--- src/pkg/qpm_pkg.sv ---
`default_nettype none
// ****************************************************************
// qos mapper constants
// ****************************************************************
package qpm_pkg;
  // register page holding all tables
  localparam logic [7:0]  QPM_PAGE          = 8'h30;
  // byte offsets within the page
  localparam logic [7:0]  QPM_MAP_A_OFS     = 8'h3C;
  localparam logic [7:0]  QPM_MAP_B_OFS     = 8'h42;
  localparam logic [7:0]  QPM_PQ_OFS        = 8'h62;
  localparam logic [7:0]  QPM_CPU_OFS       = 8'h64;
  // sizes in bytes
  localparam int          QPM_MAP_BYTES     = 6;
  localparam int          QPM_PQ_BYTES      = 2;
  localparam int          QPM_CPU_BYTES     = 4;
  // field widths and positions
  localparam int          QPM_PRIO_W        = 3;
  localparam int          QPM_QUEUE_W       = 2;
  localparam int          QPM_COS_W         = 3;
  localparam int          QPM_REASONS       = 6;
  localparam int          QPM_CPU_USED_W    = 18;
  // reason vector positions
  localparam int          QPM_RSN_MIRROR    = 0;
  localparam int          QPM_RSN_LEARN     = 1;
  localparam int          QPM_RSN_SWITCH    = 2;
  localparam int          QPM_RSN_TERM      = 3;
  localparam int          QPM_RSN_SNOOP     = 4;
  localparam int          QPM_RSN_EXCEPT    = 5;
  // values after reset
  localparam logic [47:0] QPM_MAP_RST       = 48'h0000_0000_0000;
  localparam logic [15:0] QPM_PQ_RST        = 16'h0000;
  localparam logic [17:0] QPM_CPU_RST       = 18'h00000;
  // dscp upper bits selecting each table
  localparam logic [1:0]  QPM_DSCP_SEL_A    = 2'h2;
  localparam logic [1:0]  QPM_DSCP_SEL_B    = 2'h3;
endpackage : qpm_pkg
`default_nettype wire

--- src/rtl/qpm_mapper.sv ---
// Operation
// - table a: prio fields dscp 32..47
// - table b: prio fields dscp 48..63
// - dscp field gives priority, indexes queue table
// - dscp priority fields reset to zero
// - queue table: two bits per priority
// - queue fields reset to zero
// - mirroring uses cos bits 2:0
// - address learning uses cos bits 5:3
// - normal switching uses cos bits 8:6
// - protocol termination uses cos bits 11:9
// - protocol snooping uses cos bits 14:12
// - exception or flooding uses bits 17:15
// - several reasons: largest class wins
// - bits 31:18 read-only zero; fields reset zero
`timescale 1ns/1ps
`default_nettype none
module qpm_mapper (
  input  wire logic       clk_i,
  input  wire logic       arst_n_i,
  // paged byte register port
  input  wire logic       reg_wr_i,
  input  wire logic       reg_rd_i,
  input  wire logic [7:0] reg_page_i,
  input  wire logic [7:0] reg_addr_i,
  input  wire logic [7:0] reg_wdata_i,
  output logic      [7:0] reg_rdata_o,
  output logic            reg_rvalid_o,
  // dscp lookup
  input  wire logic       dscp_req_i,
  input  wire logic [5:0] dscp_i,
  output logic            dscp_valid_o,
  output logic            dscp_hit_o,
  output logic      [2:0] dscp_prio_o,
  output logic      [1:0] dscp_queue_o,
  // cpu class lookup
  input  wire logic       cpu_req_i,
  input  wire logic [5:0] cpu_reason_i,
  output logic            cpu_valid_o,
  output logic      [2:0] cpu_cos_o
);

  // ****************************************************************
  // state
  // ****************************************************************
  typedef struct packed {
    logic [47:0] map_a;
    logic [47:0] map_b;
    logic [15:0] pq;
    logic [17:0] cpu;
    logic [7:0]  rd_data;
    logic        rd_valid;
    logic        lk_valid;
    logic        lk_hit;
    logic [2:0]  lk_prio;
    logic [1:0]  lk_queue;
    logic        cos_valid;
    logic [2:0]  cos;
  } qpm_state_t;

  qpm_state_t st_reg;
  qpm_state_t st_next;

  // ****************************************************************
  // helpers
  // ****************************************************************
  // three-bit field number idx of a 48-bit table
  function automatic logic [2:0] fld3(input logic [47:0] tbl, input logic [3:0] idx);
    fld3 = tbl[idx*3 +: 3];
  endfunction : fld3

  // two-bit queue field for a priority
  function automatic logic [1:0] qfld(input logic [15:0] tbl, input logic [2:0] prio);
    qfld = tbl[prio*2 +: 2];
  endfunction : qfld

  // largest class among the flagged reasons, zero when none
  function automatic logic [2:0] max_cos(input logic [17:0] tbl, input logic [5:0] rsn);
    logic [2:0] m;
    m = 3'h0;
    for (int k = 0; k < qpm_pkg::QPM_REASONS; k++) begin
      if (rsn[k] && tbl[k*3 +: 3] > m) begin
        m = tbl[k*3 +: 3];
      end
    end
    max_cos = m;
  endfunction : max_cos

  // byte read view of the page; unmapped and reserved bytes read zero
  function automatic logic [7:0] rd_byte(input qpm_state_t s, input logic [7:0] a);
    logic [31:0] cpu_w;
    logic [7:0]  d;
    cpu_w = {14'h0000, s.cpu};
    d     = 8'h00;
    for (int k = 0; k < qpm_pkg::QPM_MAP_BYTES; k++) begin
      if (a == qpm_pkg::QPM_MAP_A_OFS + 8'(k)) begin
        d = s.map_a[k*8 +: 8];
      end
      if (a == qpm_pkg::QPM_MAP_B_OFS + 8'(k)) begin
        d = s.map_b[k*8 +: 8];
      end
    end
    for (int k = 0; k < qpm_pkg::QPM_PQ_BYTES; k++) begin
      if (a == qpm_pkg::QPM_PQ_OFS + 8'(k)) begin
        d = s.pq[k*8 +: 8];
      end
    end
    for (int k = 0; k < qpm_pkg::QPM_CPU_BYTES; k++) begin
      if (a == qpm_pkg::QPM_CPU_OFS + 8'(k)) begin
        d = cpu_w[k*8 +: 8];
      end
    end
    rd_byte = d;
  endfunction : rd_byte

  // ****************************************************************
  // next state
  // ****************************************************************
  logic       pg_hit;
  logic [2:0] prio_c;
  logic       hit_c;
  logic [31:0] cpu_wr;

  always_comb begin
    st_next = st_reg;
    pg_hit  = (reg_page_i == qpm_pkg::QPM_PAGE);
    cpu_wr  = {14'h0000, st_reg.cpu};
    // byte writes into the tables
    if (reg_wr_i && pg_hit) begin
      for (int k = 0; k < qpm_pkg::QPM_MAP_BYTES; k++) begin
        if (reg_addr_i == qpm_pkg::QPM_MAP_A_OFS + 8'(k)) begin
          st_next.map_a[k*8 +: 8] = reg_wdata_i;
        end
        if (reg_addr_i == qpm_pkg::QPM_MAP_B_OFS + 8'(k)) begin
          st_next.map_b[k*8 +: 8] = reg_wdata_i;
        end
      end
      for (int k = 0; k < qpm_pkg::QPM_PQ_BYTES; k++) begin
        if (reg_addr_i == qpm_pkg::QPM_PQ_OFS + 8'(k)) begin
          st_next.pq[k*8 +: 8] = reg_wdata_i;
        end
      end
      for (int k = 0; k < qpm_pkg::QPM_CPU_BYTES; k++) begin
        if (reg_addr_i == qpm_pkg::QPM_CPU_OFS + 8'(k)) begin
          cpu_wr[k*8 +: 8] = reg_wdata_i;
        end
      end
      st_next.cpu = cpu_wr[17:0];
    end
    // read answer one cycle after the strobe
    st_next.rd_valid = reg_rd_i;
    st_next.rd_data  = (reg_rd_i && pg_hit) ? rd_byte(st_reg, reg_addr_i) : 8'h00;
    // dscp lookup against the current tables
    case (dscp_i[5:4])
      qpm_pkg::QPM_DSCP_SEL_A: begin
        hit_c  = 1'b1;
        prio_c = fld3(st_reg.map_a, dscp_i[3:0]);
      end
      qpm_pkg::QPM_DSCP_SEL_B: begin
        hit_c  = 1'b1;
        prio_c = fld3(st_reg.map_b, dscp_i[3:0]);
      end
      default: begin
        hit_c  = 1'b0;
        prio_c = 3'h0;
      end
    endcase
    st_next.lk_valid = dscp_req_i;
    if (dscp_req_i) begin
      st_next.lk_hit   = hit_c;
      st_next.lk_prio  = prio_c;
      st_next.lk_queue = qfld(st_reg.pq, prio_c);
    end
    // cpu class of service
    st_next.cos_valid = cpu_req_i;
    if (cpu_req_i) begin
      st_next.cos = max_cos(st_reg.cpu, cpu_reason_i);
    end
  end

  // ****************************************************************
  // state register
  // ****************************************************************
  always_ff @(posedge clk_i or negedge arst_n_i) begin
    if (!arst_n_i) begin
      st_reg       <= '0;
      st_reg.map_a <= qpm_pkg::QPM_MAP_RST;
      st_reg.map_b <= qpm_pkg::QPM_MAP_RST;
      st_reg.pq    <= qpm_pkg::QPM_PQ_RST;
      st_reg.cpu   <= qpm_pkg::QPM_CPU_RST;
    end else begin
      st_reg <= st_next;
    end
  end

  // outputs straight from the state register
  assign reg_rdata_o  = st_reg.rd_data;
  assign reg_rvalid_o = st_reg.rd_valid;
  assign dscp_valid_o = st_reg.lk_valid;
  assign dscp_hit_o   = st_reg.lk_hit;
  assign dscp_prio_o  = st_reg.lk_prio;
  assign dscp_queue_o = st_reg.lk_queue;
  assign cpu_valid_o  = st_reg.cos_valid;
  assign cpu_cos_o    = st_reg.cos;

  // ****************************************************************
  // checks
  // ****************************************************************
  tables_reset_a : assert property (
    @(posedge clk_i) $rose(arst_n_i) |->
      st_reg.map_a == qpm_pkg::QPM_MAP_RST && st_reg.map_b == qpm_pkg::QPM_MAP_RST &&
      st_reg.pq == qpm_pkg::QPM_PQ_RST && st_reg.cpu == qpm_pkg::QPM_CPU_RST)
    else $error("tables not zero after reset");

  map_a_low_a : assert property (
    @(posedge clk_i) disable iff (!arst_n_i)
      reg_wr_i && reg_page_i == qpm_pkg::QPM_PAGE &&
      reg_addr_i == qpm_pkg::QPM_MAP_A_OFS |=>
        st_reg.map_a[7:0] == $past(reg_wdata_i))
    else $error("table a low byte not written");

  map_b_top_a : assert property (
    @(posedge clk_i) disable iff (!arst_n_i)
      reg_wr_i && reg_page_i == qpm_pkg::QPM_PAGE &&
      reg_addr_i == qpm_pkg::QPM_MAP_B_OFS + 8'h05 |=>
        st_reg.map_b[47:40] == $past(reg_wdata_i))
    else $error("table b top byte not written");

  dscp_prio_a : assert property (
    @(posedge clk_i) disable iff (!arst_n_i)
      dscp_req_i && dscp_i == 6'h35 |=> dscp_valid_o && dscp_hit_o && dscp_prio_o == $past(st_reg.map_b[17:15]))
    else $error("dscp 53 priority wrong");

  dscp_queue_a : assert property (
    @(posedge clk_i) disable iff (!arst_n_i)
      dscp_valid_o |-> dscp_queue_o == st_reg.pq[dscp_prio_o*2 +: 2] || $past(reg_wr_i))
    else $error("queue does not follow priority");

  dscp_low_a : assert property (
    @(posedge clk_i) disable iff (!arst_n_i)
      dscp_req_i && !dscp_i[5] |=> !dscp_hit_o && dscp_prio_o == 3'h0)
    else $error("lower dscp half reported as hit");

  cos_single_a : assert property (
    @(posedge clk_i) disable iff (!arst_n_i)
      cpu_req_i && cpu_reason_i == 6'h20 |=> cpu_valid_o && cpu_cos_o == $past(st_reg.cpu[17:15]))
    else $error("exception class wrong");

  cos_max_a : assert property (
    @(posedge clk_i) disable iff (!arst_n_i)
      cpu_req_i && cpu_reason_i[1] && cpu_reason_i[2] |=>
        cpu_cos_o >= $past(st_reg.cpu[5:3]) && cpu_cos_o >= $past(st_reg.cpu[8:6]))
    else $error("class below a flagged reason");

  cpu_rsvd_a : assert property (
    @(posedge clk_i) disable iff (!arst_n_i)
      reg_rd_i && reg_page_i == qpm_pkg::QPM_PAGE &&
      reg_addr_i == qpm_pkg::QPM_CPU_OFS + 8'h03 |=>
        reg_rvalid_o && reg_rdata_o == 8'h00)
    else $error("reserved class byte not zero");

  queue_hi_write_a : assert property (
    @(posedge clk_i) disable iff (!arst_n_i)
      reg_wr_i && reg_page_i == qpm_pkg::QPM_PAGE &&
      reg_addr_i == qpm_pkg::QPM_PQ_OFS + 8'h01 |=>
        st_reg.pq[15:8] == $past(reg_wdata_i))
    else $error("queue table top byte not written");

  cpu_hi_write_a : assert property (
    @(posedge clk_i) disable iff (!arst_n_i)
      reg_wr_i && reg_page_i == qpm_pkg::QPM_PAGE &&
      reg_addr_i == qpm_pkg::QPM_CPU_OFS + 8'h02 |=>
        st_reg.cpu[17:16] == $past(reg_wdata_i[1:0]))
    else $error("class table top field not written");

  cos_mirror_a : assert property (
    @(posedge clk_i) disable iff (!arst_n_i)
      cpu_req_i && cpu_reason_i == 6'h01 |=> cpu_valid_o && cpu_cos_o == $past(st_reg.cpu[2:0]))
    else $error("mirror class wrong");

  cos_learn_a : assert property (
    @(posedge clk_i) disable iff (!arst_n_i)
      cpu_req_i && cpu_reason_i == 6'h02 |=> cpu_valid_o && cpu_cos_o == $past(st_reg.cpu[5:3]))
    else $error("learning class wrong");

  cos_switch_a : assert property (
    @(posedge clk_i) disable iff (!arst_n_i)
      cpu_req_i && cpu_reason_i == 6'h04 |=> cpu_valid_o && cpu_cos_o == $past(st_reg.cpu[8:6]))
    else $error("switching class wrong");

  cos_term_a : assert property (
    @(posedge clk_i) disable iff (!arst_n_i)
      cpu_req_i && cpu_reason_i == 6'h08 |=> cpu_valid_o && cpu_cos_o == $past(st_reg.cpu[11:9]))
    else $error("termination class wrong");

  cos_snoop_a : assert property (
    @(posedge clk_i) disable iff (!arst_n_i)
      cpu_req_i && cpu_reason_i == 6'h10 |=> cpu_valid_o && cpu_cos_o == $past(st_reg.cpu[14:12]))
    else $error("snooping class wrong");

  cos_none_a : assert property (
    @(posedge clk_i) disable iff (!arst_n_i)
      cpu_req_i && cpu_reason_i == 6'h00 |=> cpu_valid_o && cpu_cos_o == 3'h0)
    else $error("class not zero without reasons");

  dscp_a_top_a : assert property (
    @(posedge clk_i) disable iff (!arst_n_i)
      dscp_req_i && dscp_i == 6'h2F |=> dscp_hit_o && dscp_prio_o == $past(st_reg.map_a[47:45]))
    else $error("dscp 47 priority wrong");

  dscp_b_top_a : assert property (
    @(posedge clk_i) disable iff (!arst_n_i)
      dscp_req_i && dscp_i == 6'h3F |=> dscp_hit_o && dscp_prio_o == $past(st_reg.map_b[47:45]))
    else $error("dscp 63 priority wrong");

endmodule : qpm_mapper
`default_nettype wire

--- config.mk ---
export PLATFORM = sky130hd
export DESIGN_NAME = qpm_mapper
export DESIGN_NICKNAME = d
export VERILOG_FILES = /design/src/pkg/qpm_pkg.sv /design/src/rtl/qpm_mapper.sv
export SDC_FILE = /design/constraint.sdc
export NUM_CORES = 1
export LEC_CHECK = 0
export ABC_AREA = 1
export BUFFER_PORTS_ARGS = -buffer_cell sky130_fd_sc_hd__buf_4
export CAP_MARGIN = 0
export CORE_MARGIN = 3
export CORE_UTILIZATION = 61
export CTS_CLUSTER_SIZE = 14
export DETAILED_ROUTE_END_ITERATION = 12
export GPL_TIMING_DRIVEN = 0
export PLACE_DENSITY = 0.81
export SYNTH_ARGS = -nofsm -noshare
export SYNTH_HDL_FRONTEND = slang
export SYNTH_SLANG_ARGS = --single-unit
--- constraint.sdc ---
create_clock -name clk_i -period 5.75 [get_ports clk_i]
set_input_delay 0.575 -clock clk_i [delete_from_list [all_inputs] [get_ports clk_i]]
set_output_delay 0.575 -clock clk_i [all_outputs]
set_load 0.01 [all_outputs]
After elaboration in Yosys (flattened, before gate mapping)
Index checks and enable logic that the tools add are counted.
{"block": "word_totals", "regBits": 150, "out_inout_bits": 20, "word_cells": 114}
{"block": "classes", "mul": 1, "magnitude_cmp": 6, "n_eq_ne": 21, "shift": 3, "mux": 32, "reduce_logical": 26}
{"cell": "2-to-1 mux 8 bit", "count": 19}
{"cell": "equality test 8 x 7 -> 1 bit, second input constant", "count": 14}
{"cell": "indexed part select 48 x 7 -> 3 bit", "count": 2}
{"cell": "equality test 8 x 6 -> 1 bit, second input constant", "count": 5}
{"cell": "AND reduction 2 bit", "count": 17}
{"cell": "2-to-1 mux 3 bit", "count": 11}
{"cell": "indexed part select 16 x 5 -> 2 bit", "count": 1}
{"cell": "greater-than comparator 3 bit", "count": 5}
{"cell": "logical AND 1 bit", "count": 8}
{"cell": "multiplier 4 x 2 -> 6 bit, second input constant", "count": 1}
{"cell": "case mux 3 bit (2 select lines)", "count": 1}
{"cell": "equality test 2 bit, second input constant", "count": 2}
{"cell": "greater-than comparator 3 x 1 -> 1 bit, second input constant", "count": 1}
{"cell": "OR reduction 2 bit", "count": 1}
{"cell": "2-to-1 mux 1 bit", "count": 1}

Depth between registers and ports, before layout
{"block": "logic_depth", "ltp_word": 23, "ltp_mapped": 43}

Least setup slack after synthesis
OpenSTA, ideal clock, no wires.
{"block": "synth_path", "path_type": "in2reg", "startpoint": "input port cpu_reason_i[0]", "endpoint": "register st_reg (netlist bit cpu_cos_o[0])", "setup_time_ns": 0.116, "arrival_ns": 5.017, "required_time_ns": 5.634, "setup_slack_ns": 0.617, "cell_stages": 39, "cell_sequence": "nand2_1 > nor2_1 > inv_1 > ha_1 > nand3_1 > nand2_1 > inv_1 > nand2_1 > o21ai_0 > ha_1 > o21ai_0 > nand3_1 > nand3_1 > nand2_1 > o21ai_0 > inv_1 > ha_1 > o31ai_1 > [3 not listed] > nand2_1 > nand2_1 > ha_1 > nand2_1 > nor2_1 > a211oi_1 > nor2_1 > inv_1 > nand3_1 > and2_1 > ha_1 > nand2_1 > o21ai_0 > nand3_1 > o21ai_0 > inv_1 > nand2_1 > nand2_1"}
{"block": "synth_via", "elab_chain_len": 22}
{"element": "start, declared", "line_no": "qpm_mapper.sv:38", "source": "input wire logic [5:0] cpu_reason_i,"}
{"element": "logical AND 1 bit (*)", "line_no": "qpm_mapper.sv:82", "source": "if (rsn[k] && tbl[k*3 +: 3] > m) begin"}
{"element": "2-to-1 mux 3 bit (*)", "line_no": "qpm_mapper.sv:82"}
{"element": "2-to-1 mux 3 bit (*)", "line_no": "qpm_mapper.sv:176", "source": "if (cpu_req_i) begin"}
{"element": "greater-than comparator 3 bit", "line_no": "qpm_mapper.sv:82"}
{"element": "logical AND 1 bit", "line_no": "qpm_mapper.sv:82"}
{"element": "2-to-1 mux 3 bit (*)", "line_no": "qpm_mapper.sv:82"}
{"element": "2-to-1 mux 3 bit (*)", "line_no": "qpm_mapper.sv:176"}
{"element": "greater-than comparator 3 bit", "line_no": "qpm_mapper.sv:82"}
{"element": "[6 not listed]"}
{"element": "2-to-1 mux 3 bit (*)", "line_no": "qpm_mapper.sv:176"}
{"element": "greater-than comparator 3 bit", "line_no": "qpm_mapper.sv:82"}
{"element": "logical AND 1 bit", "line_no": "qpm_mapper.sv:82"}
{"element": "2-to-1 mux 3 bit (*)", "line_no": "qpm_mapper.sv:82"}
{"element": "2-to-1 mux 3 bit (*)", "line_no": "qpm_mapper.sv:176"}
{"element": "greater-than comparator 3 bit", "line_no": "qpm_mapper.sv:82"}
{"element": "logical AND 1 bit", "line_no": "qpm_mapper.sv:82"}
{"element": "2-to-1 mux 3 bit (*)", "line_no": "qpm_mapper.sv:82"}
{"element": "end signal, assigned", "line_no": "qpm_mapper.sv:192", "source": "st_reg <= st_next;"}
{"element": "end, declared", "line_no": "qpm_mapper.sv:61", "source": "qpm_state_t st_reg;"}
Every way passes the cells marked *; elsewhere a longest branch is shown, timed or not. The select of a mux whose other input is x is not followed.
A chain may end at the register's enable or synchronous reset.

Worst setup path in the final report
{"block": "layout_path", "startpoint": "register st_reg[22] (netlist name)", "endpoint": "register st_reg (netlist bit cpu_cos_o[2])"}
{"block": "layout_via", "elab_chain_len": 23}
{"element": "greater-than comparator 3 x 1 -> 1 bit", "line_no": "qpm_mapper.sv:82"}
{"element": "logical AND 1 bit", "line_no": "qpm_mapper.sv:82"}
{"element": "2-to-1 mux 3 bit (*)", "line_no": "qpm_mapper.sv:82"}
{"element": "2-to-1 mux 3 bit (*)", "line_no": "qpm_mapper.sv:176"}
{"element": "greater-than comparator 3 bit", "line_no": "qpm_mapper.sv:82"}
{"element": "logical AND 1 bit", "line_no": "qpm_mapper.sv:82"}
{"element": "2-to-1 mux 3 bit (*)", "line_no": "qpm_mapper.sv:82"}
{"element": "2-to-1 mux 3 bit (*)", "line_no": "qpm_mapper.sv:176"}
{"element": "[7 not listed]"}
{"element": "2-to-1 mux 3 bit (*)", "line_no": "qpm_mapper.sv:176"}
{"element": "greater-than comparator 3 bit", "line_no": "qpm_mapper.sv:82"}
{"element": "logical AND 1 bit", "line_no": "qpm_mapper.sv:82"}
{"element": "2-to-1 mux 3 bit (*)", "line_no": "qpm_mapper.sv:82"}
{"element": "2-to-1 mux 3 bit (*)", "line_no": "qpm_mapper.sv:176"}
{"element": "greater-than comparator 3 bit", "line_no": "qpm_mapper.sv:82"}
{"element": "logical AND 1 bit", "line_no": "qpm_mapper.sv:82"}
{"element": "2-to-1 mux 3 bit (*)", "line_no": "qpm_mapper.sv:82"}
Marked as above.

==> impl_metrics.py <==
metrics = {
    "synthesis": {
        "syn_area_sq_um": 8488,
        "netlist-cell-type-count": 32,
        "syn_nets": 1187,
        "synth.most_common_cell": "nand2_1",
        "yosys.area.top_type": "dfrtp_1",
        "synth_top_cells_by_count": "373 x nand2_1, 150 x dfrtp_1, 106 x nand3_1, 94 x o21ai_0, 87 x inv_1",
        "synth_top_area_share_pct": 44.22,
        "synth-seq-cells": 150,
        "yosys_warnings": 0,
        "synth_ff_type": "dfrtp_1",
        "syn-mean-instance-area_sq_um": 7.485,
        "yosysSeqAreaShare_pct": 44.22,
        "synth_area_leaders": "dfrtp_1 44%, nand2_1 16%, nand3_1 6.3%, o21ai_0 5.5%, inv_1 3.8%",
        "synth_enable_flop_cells": 0,
        "ys_async_sr_fraction_pct": 100.0,
        "synth_cells": 1134,
    },
    "sta": {
        "drv_slew": 0,
        "period_needed_ns": 5.383,
        "hold_viol_final": 0,
        "max_freq_mhz": 185.8,
        "fin_ws_ns": 0.3673,
        "slew_headroom_pct": 25.29,
        "period_share_pct": 93.61,
        "finClkSkew_ns": 0.008884,
        "setup_viol": 0,
        "tightestPinTransition_ns": 1.121,
    },
    "worst_setup_path": {
        "reg2reg_depth": 39,
        "cpLargestDelayFamily": "simple AND/OR/NAND/NOR gates",
        "arrival_ns": 5.69,
        "worstSetupEndpointType": "flop",
        "max_stage_delay_ns": 0.40,
        "crit_buf_inv": 4,
        "critical_path_depth": 39,
        "worstPathRequired_ns": 6.05,
        "startpoint_type": "flop",
        "cp_slowest_cell": "dfrtp_1",
        "path_class": "flop to flop",
        "worstPathMaxFanout": 6,
        "crit_top_cell": "nand2_1",
    },
    "pwr": {
        "sw_frac_of_total_pct": 24.07,
        "ir_worst_vdd_mv": 0.2568,
        "pwr-share-comb_pct": 7.8,
        "power_mw": 2.406,
        "power_density_nw_per_um2": 243.6,
        "seq_power_share_pct": 44.2,
        "power.leakage_nw": 4.672,
        "power_frac_clock_pct": 48.0,
        "p_int_mw": 1.827,
        "p_switching_mw": 0.5793,
    },
    "global_routing": {
        "first_global_vias": 7659,
        "antenna_found_initial": 0,
        "grt_max_degree": 78,
        "overflow": 0,
        "groute.usage.overall_pct": 37.08,
        "grt_pass1_wl_mm": 41.97,
    },
    "route": {
        "final_antenna_net_count": 0,
        "drt_iter0_markers": 1038,
        "vias_per_cell": 5.979,
        "drt-total-wl_mm": 27.78,
        "remaining_drc_errors": 0,
        "dr.pass1.iters": 6,
        "num_vias": 8413,
        "post_drt_wl_per_cell_um": 19.74,
    },
    "floorplan": {
        "core_area_sq_um": 13400,
        "dieWidth_um": 124.0,
        "rows": 42,
        "die_h_um": 124.0,
        "die_area_sq_um": 15370,
        "ios": 62,
        "initial_core_util_pct": 63.34,
    },
    "placement": {
        "pre_cts_ws_ns": -0.02243,
        "io_buffers": 60,
        "dpl_cell_area_sq_um": 9190,
        "hpwl_mm": 19.59,
        "gp_congestion": 0.9695,
    },
    "final_layout": {
        "largest_register_ffs": 130,
        "fin_nets": 1271,
        "final_area_sq_um": 9879,
        "drive_above_1_share_pct": 16.17,
        "area_delta_synth_final_pct": 16.39,
        "fin_util_pct": 73.73,
        "diodes": 0,
    },
    "cts": {
        "tritoncts": "built",
        "cts_num_sinks": 150,
        "root_buffer": "clkbuf_16",
        "cts_buffers": 17,
        "htreeDepth": 4,
        "clkSlewWorstSetupHoldPaths_ns": 0.06,
        "cts_hold_buf": 0,
        "clk_latency_ns": 0.43,
        "clock_path_buffers": 2,
    },
    "hold_path": {
        "hp-class": "input pin to async pin",
    },
    "status": {
        "outcome": "finished, final reports clean",
    },
    "flow_run": {
        "max-cap-violations": 0,
    },
}
-- area by class of cell --
cell class                 count  area [sq um]
sequential                   150          3754
clock buffer                  21         460.4
fill                        1083          3521
tap                          176         220.2
timing repair buffer          65         511.7
inverter                      88         330.3
clock inverter                11         148.9
buffer                        62         442.9
multi-input combinational    834          4011
-- path summary, 6_finish.rpt --
check                                 from  slack (ns)           end
worst max-delay path            st_reg[22]        0.37  cpu_cos_o[2]
worst min-delay path              arst_n_i        0.15   st_reg[137]
worst max register to register  st_reg[22]        0.37  cpu_cos_o[2]
worst min register to register  dscp_hit_o        0.47    dscp_hit_o
max in group asynchronous         arst_n_i        4.77   st_reg[103]
min in group clk_i                reg_rd_i        0.27  reg_rvalid_o
-- power by group through the flow --
stage          clock network [mW]  registers, mW  logic, mW
2_1_floorplan                   0           1.08     0.0827
3_3_place_gp                    0           1.08      0.176
3_5_place_dp                    0           1.08      0.181
4_1_cts                      1.15           1.06      0.182
5_1_grt                      1.21           1.06      0.202
6_report                     1.15           1.06      0.188
-- metal layers --
metal	track usage, %	routed length, um
met4	16.84	1199
met3	11.08	3423
met5	0	0
met1	50.72	10810
met2	54.58	12350
-- metrics by stage --
stage,TNS [ns],cells,hold WS (ns)
after floorplan,0,1134,0.2794
after global placement,0,1370,0.4571
after detailed placement,-0.03287,1371,0.4643
after CTS,0,1403,0.1815
after global routing,-0.1918,1407,0.1934
final,0,1407,0.1530
-- logic make-up after synthesis --
logic type / synth area share (%)
adders and majority gates: 1.621
and+or+nand+nor: 31.00
buffers and inverters: 9.110
AOI/OAI and AO/OA: 14.05
DFF: 44.22
-- cells in the final DEF (no fill, tap or decap), drive strengths merged --
master and instances:
a21oi 16, ha 11, o21ai 169, nand3 107, buf 116, dfrtp 150
nor2 83, and2 4, o21a 2, clkinv 5, clkinvlp 3, clkbuf 32
bufinv 3, a21boi 1, nor4 1, or4 1, o31ai 1, inv 88
o211ai 18, nand4 22, nor3 12, a22oi 1, nand2 383, a211oi 2
-- timing repair --
action,in CTS,in global routing
setup buffers,0,4
setup endpoints to repair,0,3
gates resized for setup,0,20
No activity file was read; power rests on OpenSTA's default activity.
